File: config.mk
export PLATFORM = sky130hd
export DESIGN_NAME = rts_sequencer
export DESIGN_NICKNAME = d
export VERILOG_FILES = /design/src/inc/rts_pkg.sv /design/src/rts_sequencer.sv
export VERILOG_INCLUDE_DIRS = /design/src /design/src/inc
export SDC_FILE = /design/constraint.sdc
export NUM_CORES = 1
export LEC_CHECK = 0
export BUFFER_PORTS_ARGS = -buffer_cell sky130_fd_sc_hd__buf_4
export CORE_MARGIN = 2
export CORE_UTILIZATION = 62
export CTS_CLUSTER_DIAMETER = 120
export DETAILED_ROUTE_END_ITERATION = 6
export PLACE_DENSITY = 0.85
export RECOVER_POWER = 100
export SETUP_SLACK_MARGIN = 0.15
export SLEW_MARGIN = 20
export SYNTH_ARGS = -nofsm -noshare
export SYNTH_HDL_FRONTEND = slang
export SYNTH_SLANG_ARGS = --single-unit
File: constraint.sdc
create_clock -name clk -period 5.79 [get_ports clk]
set_input_delay 1.158 -clock clk [delete_from_list [all_inputs] [get_ports clk]]
set_output_delay 1.158 -clock clk [all_outputs]
set_load 0.005 [all_outputs]
File: src/inc/rts_regs.svh
// register offsets, field positions, reset values and timing counts of the reset sequencer
// assumes a 125 MHz system clock and a 32-bit AXI4-Lite register bus
`ifndef RTS_REGS_SVH
`define RTS_REGS_SVH

// byte offsets on the register bus
`define RTS_ADDR_POWER_STATUS   8'h00
`define RTS_ADDR_RESET_STATUS   8'h04
`define RTS_ADDR_RETAINED       8'h08
`define RTS_ADDR_CONTROL        8'h0c

// power_status fields, both flags active low
`define RTS_PS_BROWNOUT_BIT     0
`define RTS_PS_POWERON_BIT      1
// reset_status fields (read only)
`define RTS_RS_TIMEOUT_BIT      0
`define RTS_RS_POWERDOWN_BIT    1
`define RTS_RS_CORE_RESET_BIT   2
`define RTS_RS_PIN_LOW_BIT      3
// control fields
`define RTS_CTL_SLEEP_BIT       0

`define RTS_RETAINED_RESET      32'h0000_0000

// oscillator_select encodings
`define RTS_OSC_RC              2'h3
`define RTS_OSC_HSPD            2'h2
`define RTS_OSC_MED             2'h1
`define RTS_OSC_LOWP            2'h0

`define RTS_RESP_OKAY           2'h0
`define RTS_RESP_SLVERR         2'h2

// timing
`define RTS_CLK_NS              8
`define RTS_PUP_MS              72
`define RTS_PUP_CYCLES          ((`RTS_PUP_MS * 1000000) / `RTS_CLK_NS)
`define RTS_XSTART_CYCLES       1024
`define RTS_LOW_MIN_NS          100000
`define RTS_LOW_MIN_CYCLES      ((`RTS_LOW_MIN_NS + `RTS_CLK_NS - 1) / `RTS_CLK_NS)
`define RTS_PIN_FILT_NS         2000
`define RTS_PIN_FILT_CYCLES     ((`RTS_PIN_FILT_NS + `RTS_CLK_NS - 1) / `RTS_CLK_NS)

`endif

File: src/inc/rts_pkg.sv
// types shared by the reset sequencer and its bench
// assumes rts_regs.svh for all numeric constants
`default_nettype none
package rts_pkg;

  typedef enum logic [2:0] {
    RTS_ST_POR,
    RTS_ST_LOW_HOLD,
    RTS_ST_PUP,
    RTS_ST_XSTART,
    RTS_ST_RUN
  } rts_state_t;

  // configuration word bits
  typedef struct packed {
    logic       brownout_enable_cfg;
    logic       powerup_timer_enable_cfg;
    logic [1:0] oscillator_select;
  } rts_cfg_t;

  // one-cycle event pulses from same-clock logic
  typedef struct packed {
    logic watchdog_reset;
    logic watchdog_wake;
    logic interrupt_wake;
  } rts_evt_t;

  typedef struct packed {
    rts_state_t  st;
    logic [23:0] tmr;
    logic [10:0] start_cnt;
    logic [23:0] bo_cnt;
    logic [23:0] pin_cnt;
    logic        pin_low;
    logic        pin_s1;
    logic        pin_s2;
    logic        bo_s1;
    logic        bo_s2;
    logic        por_s1;
    logic        por_s2;
    logic        osc_s1;
    logic        osc_s2;
    logic        osc_s3;
    logic        power_up_timer_done;
    logic        power_up_timer_done_r1;
    logic        power_up_timer_done_r2;
    logic        start_due;
    logic        brownout_flag;
    logic        poweron_flag;
    logic        timeout_flag;
    logic        powerdown_flag;
    logic        sleep;
    logic [31:0] retained;
    logic        core_reset;
    logic        reset_load;
    logic        awready;
    logic        wready;
    logic        bvalid;
    logic [1:0]  bresp;
    logic        arready;
    logic        rvalid;
    logic [31:0] rdata;
    logic [1:0]  rresp;
  } rts_regs_t;

endpackage
`default_nettype wire

File: src/rts_sequencer.sv
// reset sequencer: merges reset sources, runs the power-up and start-up delays,
// keeps the reset-cause flags and serves them over AXI4-Lite
// assumes pin and detector inputs are asynchronous; event pulses come from clk logic
//
// Register access over AXI4-Lite and the address map are this design's own decisions.
`include "rts_regs.svh"
`default_nettype none

module rts_sequencer #(
  parameter int unsigned PUP_CYCLES      = `RTS_PUP_CYCLES,
  parameter int unsigned XSTART_CYCLES   = `RTS_XSTART_CYCLES,
  parameter int unsigned LOW_MIN_CYCLES  = `RTS_LOW_MIN_CYCLES,
  parameter int unsigned PIN_FILT_CYCLES = `RTS_PIN_FILT_CYCLES
) (
  // clock and reset
  input  wire logic             clk,
  input  wire logic             sys_rst,
  // reset sources
  input  wire logic             power_on_pulse,
  input  wire logic             external_reset_pin_n,
  input  wire logic             supply_below_threshold,
  input  wire logic             main_oscillator_input,
  input  wire rts_pkg::rts_evt_t evt,
  input  wire rts_pkg::rts_cfg_t cfg,
  // reset outputs
  output logic                  core_reset,
  output logic                  reset_load,
  output logic                  timeout_flag,
  output logic                  powerdown_flag,
  // axi4-lite write
  input  wire logic [7:0]       s_axi_awaddr,
  input  wire logic             s_axi_awvalid,
  output logic                  s_axi_awready,
  input  wire logic [31:0]      s_axi_wdata,
  input  wire logic [3:0]       s_axi_wstrb,
  input  wire logic             s_axi_wvalid,
  output logic                  s_axi_wready,
  output logic [1:0]            s_axi_bresp,
  output logic                  s_axi_bvalid,
  input  wire logic             s_axi_bready,
  // axi4-lite read
  input  wire logic [7:0]       s_axi_araddr,
  input  wire logic             s_axi_arvalid,
  output logic                  s_axi_arready,
  output logic [31:0]           s_axi_rdata,
  output logic [1:0]            s_axi_rresp,
  output logic                  s_axi_rvalid,
  input  wire logic             s_axi_rready
);
  import rts_pkg::*;

  rts_regs_t q;
  rts_regs_t n;

  logic raw_low;
  logic pin_assert;
  logic bo_low;
  logic brownout_evt;
  logic osc_rise;
  logic power_up_timer_on;
  logic xtal;
  logic wr_go;
  logic rd_go;

  always_comb begin
    raw_low      = !q.pin_s2;
    // a pin change counts only once it has been stable for the filter time
    pin_assert   = raw_low && !q.pin_low &&
                   (q.pin_cnt == 24'(PIN_FILT_CYCLES - 1));
    bo_low       = q.bo_s2 && cfg.brownout_enable_cfg;
    // "longer than" the minimum: trips one cycle past the minimum count
    brownout_evt = bo_low && (q.bo_cnt == 24'(LOW_MIN_CYCLES));
    osc_rise     = q.osc_s2 && !q.osc_s3;
    power_up_timer_on      = !cfg.powerup_timer_enable_cfg || cfg.brownout_enable_cfg;
    xtal         = cfg.oscillator_select != `RTS_OSC_RC;
    wr_go        = q.awready && s_axi_awvalid && s_axi_wvalid;
    rd_go        = q.arready && s_axi_arvalid;
  end

  always_comb begin
    n = q;
    n.reset_load = 1'b0;
    n.power_up_timer_done  = 1'b0;

    // two-flop synchronisers; the first stage feeds only the second
    n.pin_s1 = external_reset_pin_n;
    n.pin_s2 = q.pin_s1;
    n.bo_s1  = supply_below_threshold;
    n.bo_s2  = q.bo_s1;
    n.por_s1 = power_on_pulse;
    n.por_s2 = q.por_s1;
    n.osc_s1 = main_oscillator_input;
    n.osc_s2 = q.osc_s1;
    n.osc_s3 = q.osc_s2;

    // reset pin noise filter
    if (raw_low != q.pin_low) begin
      if (q.pin_cnt == 24'(PIN_FILT_CYCLES - 1)) begin
        n.pin_low = raw_low;
        n.pin_cnt = 24'h000000;
      end else begin
        n.pin_cnt = q.pin_cnt + 24'h000001;
      end
    end else begin
      n.pin_cnt = 24'h000000;
    end

    // brown-out duration counter, saturates once tripped
    if (!bo_low) begin
      n.bo_cnt = 24'h000000;
    end else if (q.bo_cnt != 24'(LOW_MIN_CYCLES) + 24'h000001) begin
      n.bo_cnt = q.bo_cnt + 24'h000001;
    end

    // completion retimed so a late timer edge cannot race the start-up count
    n.power_up_timer_done_r1 = q.power_up_timer_done;
    n.power_up_timer_done_r2 = q.power_up_timer_done_r1;

    case (q.st)
      RTS_ST_POR: begin
        if (cfg.brownout_enable_cfg) begin
          n.st = RTS_ST_LOW_HOLD;
        end else if (power_up_timer_on) begin
          n.st  = RTS_ST_PUP;
          n.tmr = 24'h000000;
        end else if (xtal && q.start_due) begin
          n.st        = RTS_ST_XSTART;
          n.start_cnt = 11'h000;
        end else begin
          n.st = RTS_ST_RUN;
        end
      end
      RTS_ST_LOW_HOLD: begin
        if (!bo_low) begin
          n.st  = RTS_ST_PUP;
          n.tmr = 24'h000000;
        end
      end
      RTS_ST_PUP: begin
        if (bo_low) begin
          n.st  = RTS_ST_LOW_HOLD;
          n.tmr = 24'h000000;
        end else if (q.power_up_timer_done_r2) begin
          if (xtal && q.start_due) begin
            n.st        = RTS_ST_XSTART;
            n.start_cnt = 11'h000;
          end else begin
            n.st = RTS_ST_RUN;
          end
        end else if (q.tmr == 24'(PUP_CYCLES - 1)) begin
          // timer holds its final count while completion is retimed
          n.power_up_timer_done = !q.power_up_timer_done_r1 && !q.power_up_timer_done_r2;
        end else begin
          n.tmr = q.tmr + 24'h000001;
        end
      end
      RTS_ST_XSTART: begin
        if (osc_rise) begin
          if (q.start_cnt == 11'(XSTART_CYCLES - 1)) begin
            n.st = RTS_ST_RUN;
          end else begin
            n.start_cnt = q.start_cnt + 11'h001;
          end
        end
      end
      RTS_ST_RUN: begin
        n.st = RTS_ST_RUN;
      end
      default: begin
        n.st = RTS_ST_POR;
      end
    endcase

    // software writes go first so that a hardware flag event in the same cycle wins
    n.awready = 1'b0;
    n.wready  = 1'b0;
    if (s_axi_awvalid && s_axi_wvalid && !q.awready && !q.bvalid) begin
      n.awready = 1'b1;
      n.wready  = 1'b1;
    end
    if (q.bvalid && s_axi_bready) begin
      n.bvalid = 1'b0;
    end
    if (wr_go) begin
      n.bvalid = 1'b1;
      n.bresp  = `RTS_RESP_OKAY;
      case (s_axi_awaddr)
        `RTS_ADDR_POWER_STATUS: begin
          if (s_axi_wstrb[0]) begin
            n.brownout_flag = s_axi_wdata[`RTS_PS_BROWNOUT_BIT];
            n.poweron_flag  = s_axi_wdata[`RTS_PS_POWERON_BIT];
          end
        end
        `RTS_ADDR_RETAINED: begin
          for (int i = 0; i < 4; i++) begin
            if (s_axi_wstrb[i]) begin
              n.retained[8*i +: 8] = s_axi_wdata[8*i +: 8];
            end
          end
        end
        `RTS_ADDR_CONTROL: begin
          if (s_axi_wstrb[0]) begin
            n.sleep = s_axi_wdata[`RTS_CTL_SLEEP_BIT];
          end
        end
        `RTS_ADDR_RESET_STATUS: begin
          n.bresp = `RTS_RESP_OKAY;
        end
        default: begin
          n.bresp = `RTS_RESP_SLVERR;
        end
      endcase
    end

    n.arready = s_axi_arvalid && !q.arready && !q.rvalid;
    if (q.rvalid && s_axi_rready) begin
      n.rvalid = 1'b0;
    end
    if (rd_go) begin
      n.rvalid = 1'b1;
      n.rresp  = `RTS_RESP_OKAY;
      n.rdata  = 32'h0000_0000;
      case (s_axi_araddr)
        `RTS_ADDR_POWER_STATUS: begin
          n.rdata[`RTS_PS_BROWNOUT_BIT] = q.brownout_flag;
          n.rdata[`RTS_PS_POWERON_BIT]  = q.poweron_flag;
        end
        `RTS_ADDR_RESET_STATUS: begin
          n.rdata[`RTS_RS_TIMEOUT_BIT]    = q.timeout_flag;
          n.rdata[`RTS_RS_POWERDOWN_BIT]  = q.powerdown_flag;
          n.rdata[`RTS_RS_CORE_RESET_BIT] = q.core_reset;
          n.rdata[`RTS_RS_PIN_LOW_BIT]    = q.pin_low;
        end
        `RTS_ADDR_RETAINED: begin
          n.rdata = q.retained;
        end
        `RTS_ADDR_CONTROL: begin
          n.rdata[`RTS_CTL_SLEEP_BIT] = q.sleep;
        end
        default: begin
          n.rresp = `RTS_RESP_SLVERR;
        end
      endcase
    end

    // reset sources by priority; the retained word is never touched here
    if (q.por_s2) begin
      n.st             = RTS_ST_POR;
      n.timeout_flag   = 1'b1;
      n.powerdown_flag = 1'b1;
      n.poweron_flag   = 1'b0;
      if (cfg.brownout_enable_cfg) begin
        n.brownout_flag = 1'b1;
      end
      n.start_due  = 1'b1;
      n.sleep      = 1'b0;
      n.reset_load = 1'b1;
    end else if (brownout_evt) begin
      n.st             = RTS_ST_LOW_HOLD;
      n.timeout_flag   = 1'b1;
      n.powerdown_flag = 1'b1;
      n.brownout_flag  = 1'b0;
      n.start_due      = 1'b1;
      n.sleep          = 1'b0;
      n.reset_load     = 1'b1;
    end else if (evt.watchdog_reset && !q.sleep) begin
      // internal only: this block has no drive onto the reset pin
      n.timeout_flag   = 1'b0;
      n.powerdown_flag = 1'b1;
      n.reset_load     = 1'b1;
      if (cfg.brownout_enable_cfg) begin
        n.st        = RTS_ST_LOW_HOLD;
        n.start_due = 1'b0;
      end
    end else if (pin_assert) begin
      n.reset_load = 1'b1;
      if (q.sleep) begin
        n.timeout_flag   = 1'b1;
        n.powerdown_flag = 1'b0;
        n.sleep          = 1'b0;
        n.start_due      = 1'b1;
        n.st             = cfg.brownout_enable_cfg ? RTS_ST_LOW_HOLD :
                           (xtal ? RTS_ST_XSTART : RTS_ST_RUN);
        n.start_cnt      = 11'h000;
      end else if (cfg.brownout_enable_cfg) begin
        n.st        = RTS_ST_LOW_HOLD;
        n.start_due = 1'b0;
      end
    end else if (q.sleep && (evt.watchdog_wake || evt.interrupt_wake)) begin
      // wake-up resumes execution: no reset load
      n.timeout_flag   = !evt.watchdog_wake;
      n.powerdown_flag = 1'b0;
      n.sleep          = 1'b0;
      n.start_cnt      = 11'h000;
      if (xtal) begin
        n.st = RTS_ST_XSTART;
      end
    end

    // pin low holds the core but never stalls the delays
    n.core_reset = (n.st != RTS_ST_RUN) || n.pin_low;
  end

  always_ff @(posedge clk) begin
    if (sys_rst) begin
      q                <= '0;
      q.st             <= RTS_ST_POR;
      q.pin_s1         <= 1'b1;
      q.pin_s2         <= 1'b1;
      q.timeout_flag   <= 1'b1;
      q.powerdown_flag <= 1'b1;
      q.brownout_flag  <= 1'b1;
      q.start_due      <= 1'b1;
      q.core_reset     <= 1'b1;
      q.retained       <= `RTS_RETAINED_RESET;
    end else begin
      q <= n;
    end
  end

  assign core_reset     = q.core_reset;
  assign reset_load     = q.reset_load;
  assign timeout_flag   = q.timeout_flag;
  assign powerdown_flag = q.powerdown_flag;
  assign s_axi_awready  = q.awready;
  assign s_axi_wready   = q.wready;
  assign s_axi_bresp    = q.bresp;
  assign s_axi_bvalid   = q.bvalid;
  assign s_axi_arready  = q.arready;
  assign s_axi_rdata    = q.rdata;
  assign s_axi_rresp    = q.rresp;
  assign s_axi_rvalid   = q.rvalid;
endmodule
`default_nettype wire

### Word-level counts from Yosys, hierarchy flattened

Index checks and enable logic that the tools add are counted.

* reductions and logical operators: 59
* muxes and demuxes: 77
* order comparisons: 0
* $add $sub $neg: 4
* div/mod/pow operators: 0
* equal/unequal tests: 25
* bitwise logic cells: 4
* shift-type cells: 0
* multiply operators: 0

Operators with widths (count)
* $mux W11: 12
* $add A24 B1 Y24 const B: 3
* $mux W24: 3
* $pmux W24 S3: 1
* $mux W35: 2
* $mux W3: 20
* $mux W27: 2
* $mux W33: 1
* $pmux W11 S3: 1
* $eq A8 B4 Y1 const B: 4
* $mux W32: 1
* $mux W8: 4
* $mux W28: 1
* $eq A24 B14 Y1 const B: 1
* $eq A24 B24 Y1 const B: 1
* $eq A24 B8 Y1 const B: 1
* $ne A24 B14 Y1 const B: 1
* $logic_and A1 B1 Y1: 19
* $mux W1: 18
* $eq A8 B3 Y1 const B: 2
* $logic_not A8 Y1: 2
* $pmux W3 S5: 1
* $reduce_and A3 Y1: 5
* $mux W2: 7
* 24 further kinds: 56

* bits in read-only memories: 0
* memories: 0
* RAM bits: 0
* input bits: 70
* output and inout bits: 45
* logic and storage cells: 207
* bits in registers: 180
* bits in latches: 0

### Depth between registers and ports, before layout

Gate-level depths: netlist of the first run.

* word-level depth: 14
* depth in mapped cells: 8
* depth with buffers taken out: 7

### Worst setup path after synthesis of the first run

Ideal clock, no wire load.

* path kind: in2reg
* from: input sys_rst
* to: register q[47] in the netlist's numbering
* required time: 5.662 ns
* arrival time: 2.615 ns
* stages: 5
* setup time: 0.128 ns
* slack: 3.047 ns
* path buffers: 4
* cell sequence: clkdlybuf4s50_2 -> clkbuf_1 -> buf_1 -> clkbuf_1 -> nor2_1

RTL lines
* start: declaration: line rts_sequencer.sv:17 `input wire logic sys_rst,`
* end signal: assignment: line rts_sequencer.sv:317 `q <= n;`
* end: declaration: line rts_sequencer.sv:52 `rts_regs_t q;`

No word-level cell between the ends.

### Worst setup path after layout of the first run

* from: input s_axi_awaddr[5]
* to: register q[47] in the netlist's numbering

* longest elaborated chain between the ends: 2

RTL lines
* start: declaration: line rts_sequencer.sv:31 `input wire logic [7:0] s_axi_awaddr,`
* $eq A8 B4 Y1: line rts_sequencer.sv:187 `case (s_axi_awaddr)`
* $reduce_and A3 Y1 (no source line)

No other way between the ends.
A chain may end at the register's enable or synchronous reset.

==> impl_metrics.yaml, run 1 <==
run_status:
  outcome: "finished with violations"
  violations: "max-capacitance violations, max-slew violations"
clocking:
  cts_hold_buf: 0
  clk_latency_ns: 0.43
  clk_pin_slew_ns: 0.07
  htreeDepth: 4
  ctsRootBufferMaster: "clkbuf_16"
  cts_setup_buffers: 0
  cts-resized-gates: 0
  clock_sinks: 177
  clk_path_buf_depth: 2
  cts_tree: "done"
  numCtsBuffers: 17
finish:
  diodes: 0
  final-seq-area_um2: 3543
  layout_common_cells: "177 x dfxtp_1, 139 x nor2_1, 67 x buf_4"
  nNetsFinal: 1083
  finalNonFillerCells: 1193
  fillerInstances: 1018
  fin_util: 0.7195
  multi_input_area_um2: 4220
  drive_gt1_frac: 0.1563
  area_growth_pct: 13.62
  final_common_cell: "dfxtp_1"
timing:
  finalHoldViolations: 0
  rsz0062_at_grt: "false"
  fin_skew_ns: 0.007031
  max_slew_margin: -0.1443
  fin_crit_sh: 0.5802
  max_freq_mhz: 297.7
  finalSetupViolCount: 0
  worst_slew_pin_slew_ns: 1.713
  setup_tns_ns: 0
  layout_min_cycle_time_ns: 3.359
  drv_slew: 9
global_routing:
  antenna_found_initial: 0
  grt_pass1_vias: 6512
  grt_max_degree: 98
  track_usage: 0.2653
  grt_pass1_wl_mm: 30.88
  grt_remaining_overflow: 0
job:
  cap_viol_max_count: 1
critical_path:
  crit_fanout: 8
  critPathCaptureType: "register"
  required_ns: 6.07
  crit_arrival_ns: 3.64
  r2r_cells: 5
  worstReg2RegStart: "s_axi_awready"
  path_class: "in -> reg"
  startpoint_type: "primary input"
  rrSetupSlack_ns: 3.04
  regToRegEndpoint: "q[47]"
logic_synthesis:
  synth_ff_type: "dfxtp_1"
  yosysSeqAreaShare: 0.4226
  ys.warnings.count: 0
  synth_cells: 954
  syn_area_um2: 8386
  ys_types: 78
  async_reset_ff_frac: 0
  synth_edf_count: 0
  ys_ff_latch: 177
  avgSynthCellArea_um2: 8.790
detailed_routing:
  drc_errors: 0
  antenna_left: 0
  via_per_inst: 5.980
  initialDrtViolationCount: 592
  routedWlPerCell_um: 16.24
  wl_mm: 19.37
  vias: 7134
  drt_pass1_iterations: 5
die:
  num_rows: 42
  die_w_um: 120.3
  die-area_um2: 14470
  core-area_um2: 13240
  start_util: 0.6332
  die_y_um: 120.3
  io_pins: 115
placed_design:
  dpl.cell_count: 1162
  port_buffers: 112
  dp_hpwl_mm: 12.83
  finalWeightedCongestion: 0.8748
min_path:
  hp-start: "n[81]"
  whs_path_depth: 1
  hp-class: "reg -> reg"
  holdPathEnd: "n[82]"
pwr:
  cellPowerDensity_nw_per_um2: 280.1
  power.leakage_nw: 3.331
  p_sw_mw: 0.6040
  clkPwrFrac: 0.476
  power_frac_seq: 0.465
  swShare: 0.2263
  combPwrFrac: 0.059
  irDropWorstVdd_uv: 248.9
  intPower_mw: 2.064
==> flip-flops by register name, summed over array words and instances, names as in the netlist <==
signal          count
core_reset          1
n                   7
powerdown_flag      1
q                 128
reset_load          1
s_axi_arready       1
s_axi_awready       1
s_axi_bresp         1
s_axi_bvalid        1
s_axi_rdata        32
s_axi_rresp         1
s_axi_rvalid        1
timeout_flag        1
==> power groups by stage <==
stage	registers, mW	clock network [mW]	logic (mW)
2_1_floorplan	1.26	0	0.103
3_3_place_gp	1.27	0	0.155
3_5_place_dp	1.27	0	0.157
4_1_cts	1.24	1.28	0.159
5_1_grt	1.24	1.33	0.173
6_report	1.24	1.27	0.158
==> stage by stage <==
| stage | hold WS [ns] | setup slack (ns) | instance area, um^2 | power [mW] |
|---|---|---|---|---|
| final | 0.4229 | 2.431 | 9528 | 2.668 |
| after global routing | 0.4489 | 2.192 | 9528 | 2.747 |
| after detailed placement | 0.4005 | 2.460 | 8989 | 1.423 |
| after floorplan | 0.3895 | 3.047 | 8389 | 1.363 |
| after CTS | 0.4305 | 2.920 | 9639 | 2.678 |
| after global placement | 0.3971 | 2.569 | 8989 | 1.421 |
==> cell type report <==
class / instances / area share
multi-input cells: 674 / 0.4429
flip-flops and latches: 177 / 0.3719
repair buffers: 117 / 0.08667
clock buffers: 17 / 0.04465
clock inverters: 14 / 0.02364
well taps: 176 / 0.02311
inverters: 18 / 0.007091
==> kinds of logic (layout without fill, tap and decap cells) <==
| family | count (synthesis) | after routing | share of synthesized area |
|---|---|---|---|
| simple gates | 407 | 407 | 0.2608 |
| compound gates | 179 | 179 | 0.1461 |
| flops | 177 | 177 | 0.4226 |
| buf+inv | 104 | 166 | 0.06893 |
| mux | 42 | 42 | 0.05163 |
| xor+xnor | 36 | 36 | 0.03760 |
| fa+ha+maj | 8 | 8 | 0.01194 |
| other cells | 1 | 2 | 0.0004472 |
==> cell usage after synthesis (all sizes together), types with 9 or more instances <==
cell    instances  area, um^2
nor2          139       524.3
and3           18       112.6
or4            17       131.4
or3            15       95.09
nor2b          17       106.4
o21ai          29       145.1
a22oi          34       255.2
nand3          35       180.2
a21oi          53       284.0
nor3b          13       107.6
nand2          47       176.4
buf            53       374.1
nor4           14       87.58
xor2           15       131.4
o31ai          16       125.1
nand4          22       143.9
inv            18       67.56
xnor2          21       183.9
mux2i          41       410.4
dfxtp         177        3543
a31oi           9       56.30
clkbuf         32       125.1
and4           11       97.59
nor3           20       110.1
==> critical path, stage by stage <==
cell	delay, ns
clkbuf_4	0.11
nor4_1	0.38
nand4_1	0.22
nor3b_1	1.37
mux2i_1	0.32
nor2_1	0.06
==> worst max path at each step <==
stage,end,start
global route,q[47],s_axi_awaddr[5]
finish,q[47],s_axi_awaddr[5]
detailed placement,q[156],cfg[3]
global placement,q[170],cfg[3]
CTS,q[159],cfg[3]
floorplan,q[47],sys_rst
==> routing by layer <==
| layer | GRT usage | vias up | wire length, um |
|---|---|---|---|
| met3 | 0.05283 | 47 | 940 |
| met4 | 0.1265 | 0 | 572 |
| met5 | 0 | - | 0 |
| met2 | 0.4435 | 210 | 9547 |
| li1 | - | 3511 | - |
| met1 | 0.3288 | 3366 | 8311 |
No activity file was read; power rests on OpenSTA's default activity.
==> run 2, diff against run 1 <==
CORE_UTILIZATION = 58   (was 62)
PLACE_DENSITY = 0.8   (was 0.85)
clock period = 3.4 ns   (was 5.79 ns; I/O delays follow)
==> impl_metrics.yaml, run 2 (synthesized netlist as in run 1, its figures left out) <==
run_status:
  outcome: "completed"
critical_path:
  path_buf_inv: 0
  path_class: "reg -> reg"
  crit_arrival_ns: 2.98
  critPathCaptureType: "register"
  worstReg2RegStart: "q[153]"
  crit_chain: "ha_1 -> nand3_1 -> nor4b_1 -> nand4_1 -> or3_1 -> a21oi_1"
  crit_fanout: 6
  cp_top_family: "simple AND/OR/NAND/NOR gates"
  startpoint_type: "register"
  required_ns: 3.75
  cp_slowest_cell: "nor4b_1"
  crit_start: "q[153]"
  cp_slowest_stage_delay_ns: 1.05
detailed_routing:
  initialDrtViolationCount: 566
  via_per_inst: 5.825
  vias: 7002
  drt_pass1_iterations: 5
  antenna_left: 0
  routedWlPerCell_um: 15.72
  drc_errors: 0
  wl_mm: 18.90
placed_design:
  dpl_cell_area_um2: 9029
  dp_hpwl_mm: 12.90
  post-place-ws_ns: 0.9449
  finalWeightedCongestion: 0.8803
  port_buffers: 112
clocking:
  cts_tree: "done"
  clock_sinks: 177
  cts_hold_buf: 0
  clk_latency_ns: 0.43
  cts_setup_buffers: 0
  cts-resized-gates: 0
  clk_path_buf_depth: 2
  clk_pin_slew_ns: 0.07
  htreeDepth: 4
  numCtsBuffers: 17
  ctsRootBufferMaster: "clkbuf_16"
finish:
  area_growth_pct: 13.03
  fin_util: 0.6775
  layout_common_cells: "177 x dfxtp_1, 139 x nor2_1, 69 x buf_4"
  drive_gt1_frac: 0.1536
  design_area_um2: 9478
  diodes: 0
  top_register: "q"
  fillerInstances: 1157
  largest_reg_flops: 128
  final_common_cell: "dfxtp_1"
  nNetsFinal: 1087
global_routing:
  grt_remaining_overflow: 0
  grt_max_degree: 56
  grt_pass1_vias: 6345
  track_usage: 0.2420
  antenna_found_initial: 0
  grt_pass1_wl_mm: 31.17
timing:
  max_freq_mhz: 381.1
  finalHoldViolations: 0
  max_slew_margin: 0.08690
  drv_slew: 0
  finalSetupViolCount: 0
  fin_crit_sh: 0.7717
  fin_ws_ns: 0.7761
  layout_min_cycle_time_ns: 2.624
  setup_tns_ns: 0
  rsz0062_at_grt: "false"
  fin_skew_ns: 0.009349
  worst_slew_pin_slew_ns: 1.370
pwr:
  irDropWorstVdd_uv: 356.9
  power_frac_seq: 0.487
  swShare: 0.2491
  cellPowerDensity_nw_per_um2: 456.4
  combPwrFrac: 0.062
  clkPwrFrac: 0.450
  intPower_mw: 3.248
  power.leakage_nw: 3.296
  p_sw_mw: 1.078
die:
  num_rows: 43
  start_util: 0.5995
  core-area_um2: 13990
  io_pins: 115
  die_y_um: 124.2
  die_w_um: 124.2
  die-area_um2: 15440
min_path:
  hp-start: "n[91]"
  hp-class: "reg -> reg"
job:
  cap_viol_max_count: 0
==> run 2: cell count changes in the layout (fill, tap and decap cells not counted), moves of 2 or more <==
cell        change
clkbuf_4        -4
inv_6           -2
clkbuf_1        +5
inv_8           +4
bufinv_16       -4
clkinvlp_4      +2
buf_4           +2
==> run 2: metal layers <==
layer,track usage,wire (um),part of all wire
met2,0.3957,9024,0.48
met3,0.05336,920,0.049
met4,0.06874,267,0.014
met1,0.3229,8683,0.46
met5,0,0,0
==> run 2: final timing paths <==
path / end / slack, ns / depth (start not counted)
setup / recovery: q[173] / 0.78 / 6
hold / removal: q[91] / 0.41 / 1
setup reg to reg: q[173] / 0.78 / 6
hold reg to reg: q[91] / 0.41 / 1
==> run 2: cell type report <==
type                    count  area [um^2]  area share
repair buffers            121        834.6     0.08805
inverters                  18        67.56    0.007129
multi-input cells         674         4214      0.4446
clock buffers              17        425.4     0.04488
flip-flops and latches    177         3543      0.3739
well taps                 180        225.2     0.02376
clock inverters            15        167.7     0.01769
==> run 2: through the flow <==
| step | hold WS, ns | total power [mW] | cells |
|---|---|---|---|
| CTS | 0.4124 | 4.367 | 1202 |
| global placement | 0.3952 | 2.427 | 1170 |
| floorplan | 0.3895 | 2.321 | 955 |
| detailed placement | 0.3984 | 2.429 | 1170 |
| global route | 0.4287 | 4.478 | 1202 |
| finish | 0.4113 | 4.326 | 1202 |
==> run 2: power groups by stage <==
stage	clock network, mW	registers [mW]	logic [mW]
6_report	1.95	2.11	0.269
5_1_grt	2.07	2.11	0.297
4_1_cts	1.98	2.11	0.276
3_5_place_dp	0	2.16	0.273
3_3_place_gp	0	2.16	0.271
2_1_floorplan	0	2.15	0.175
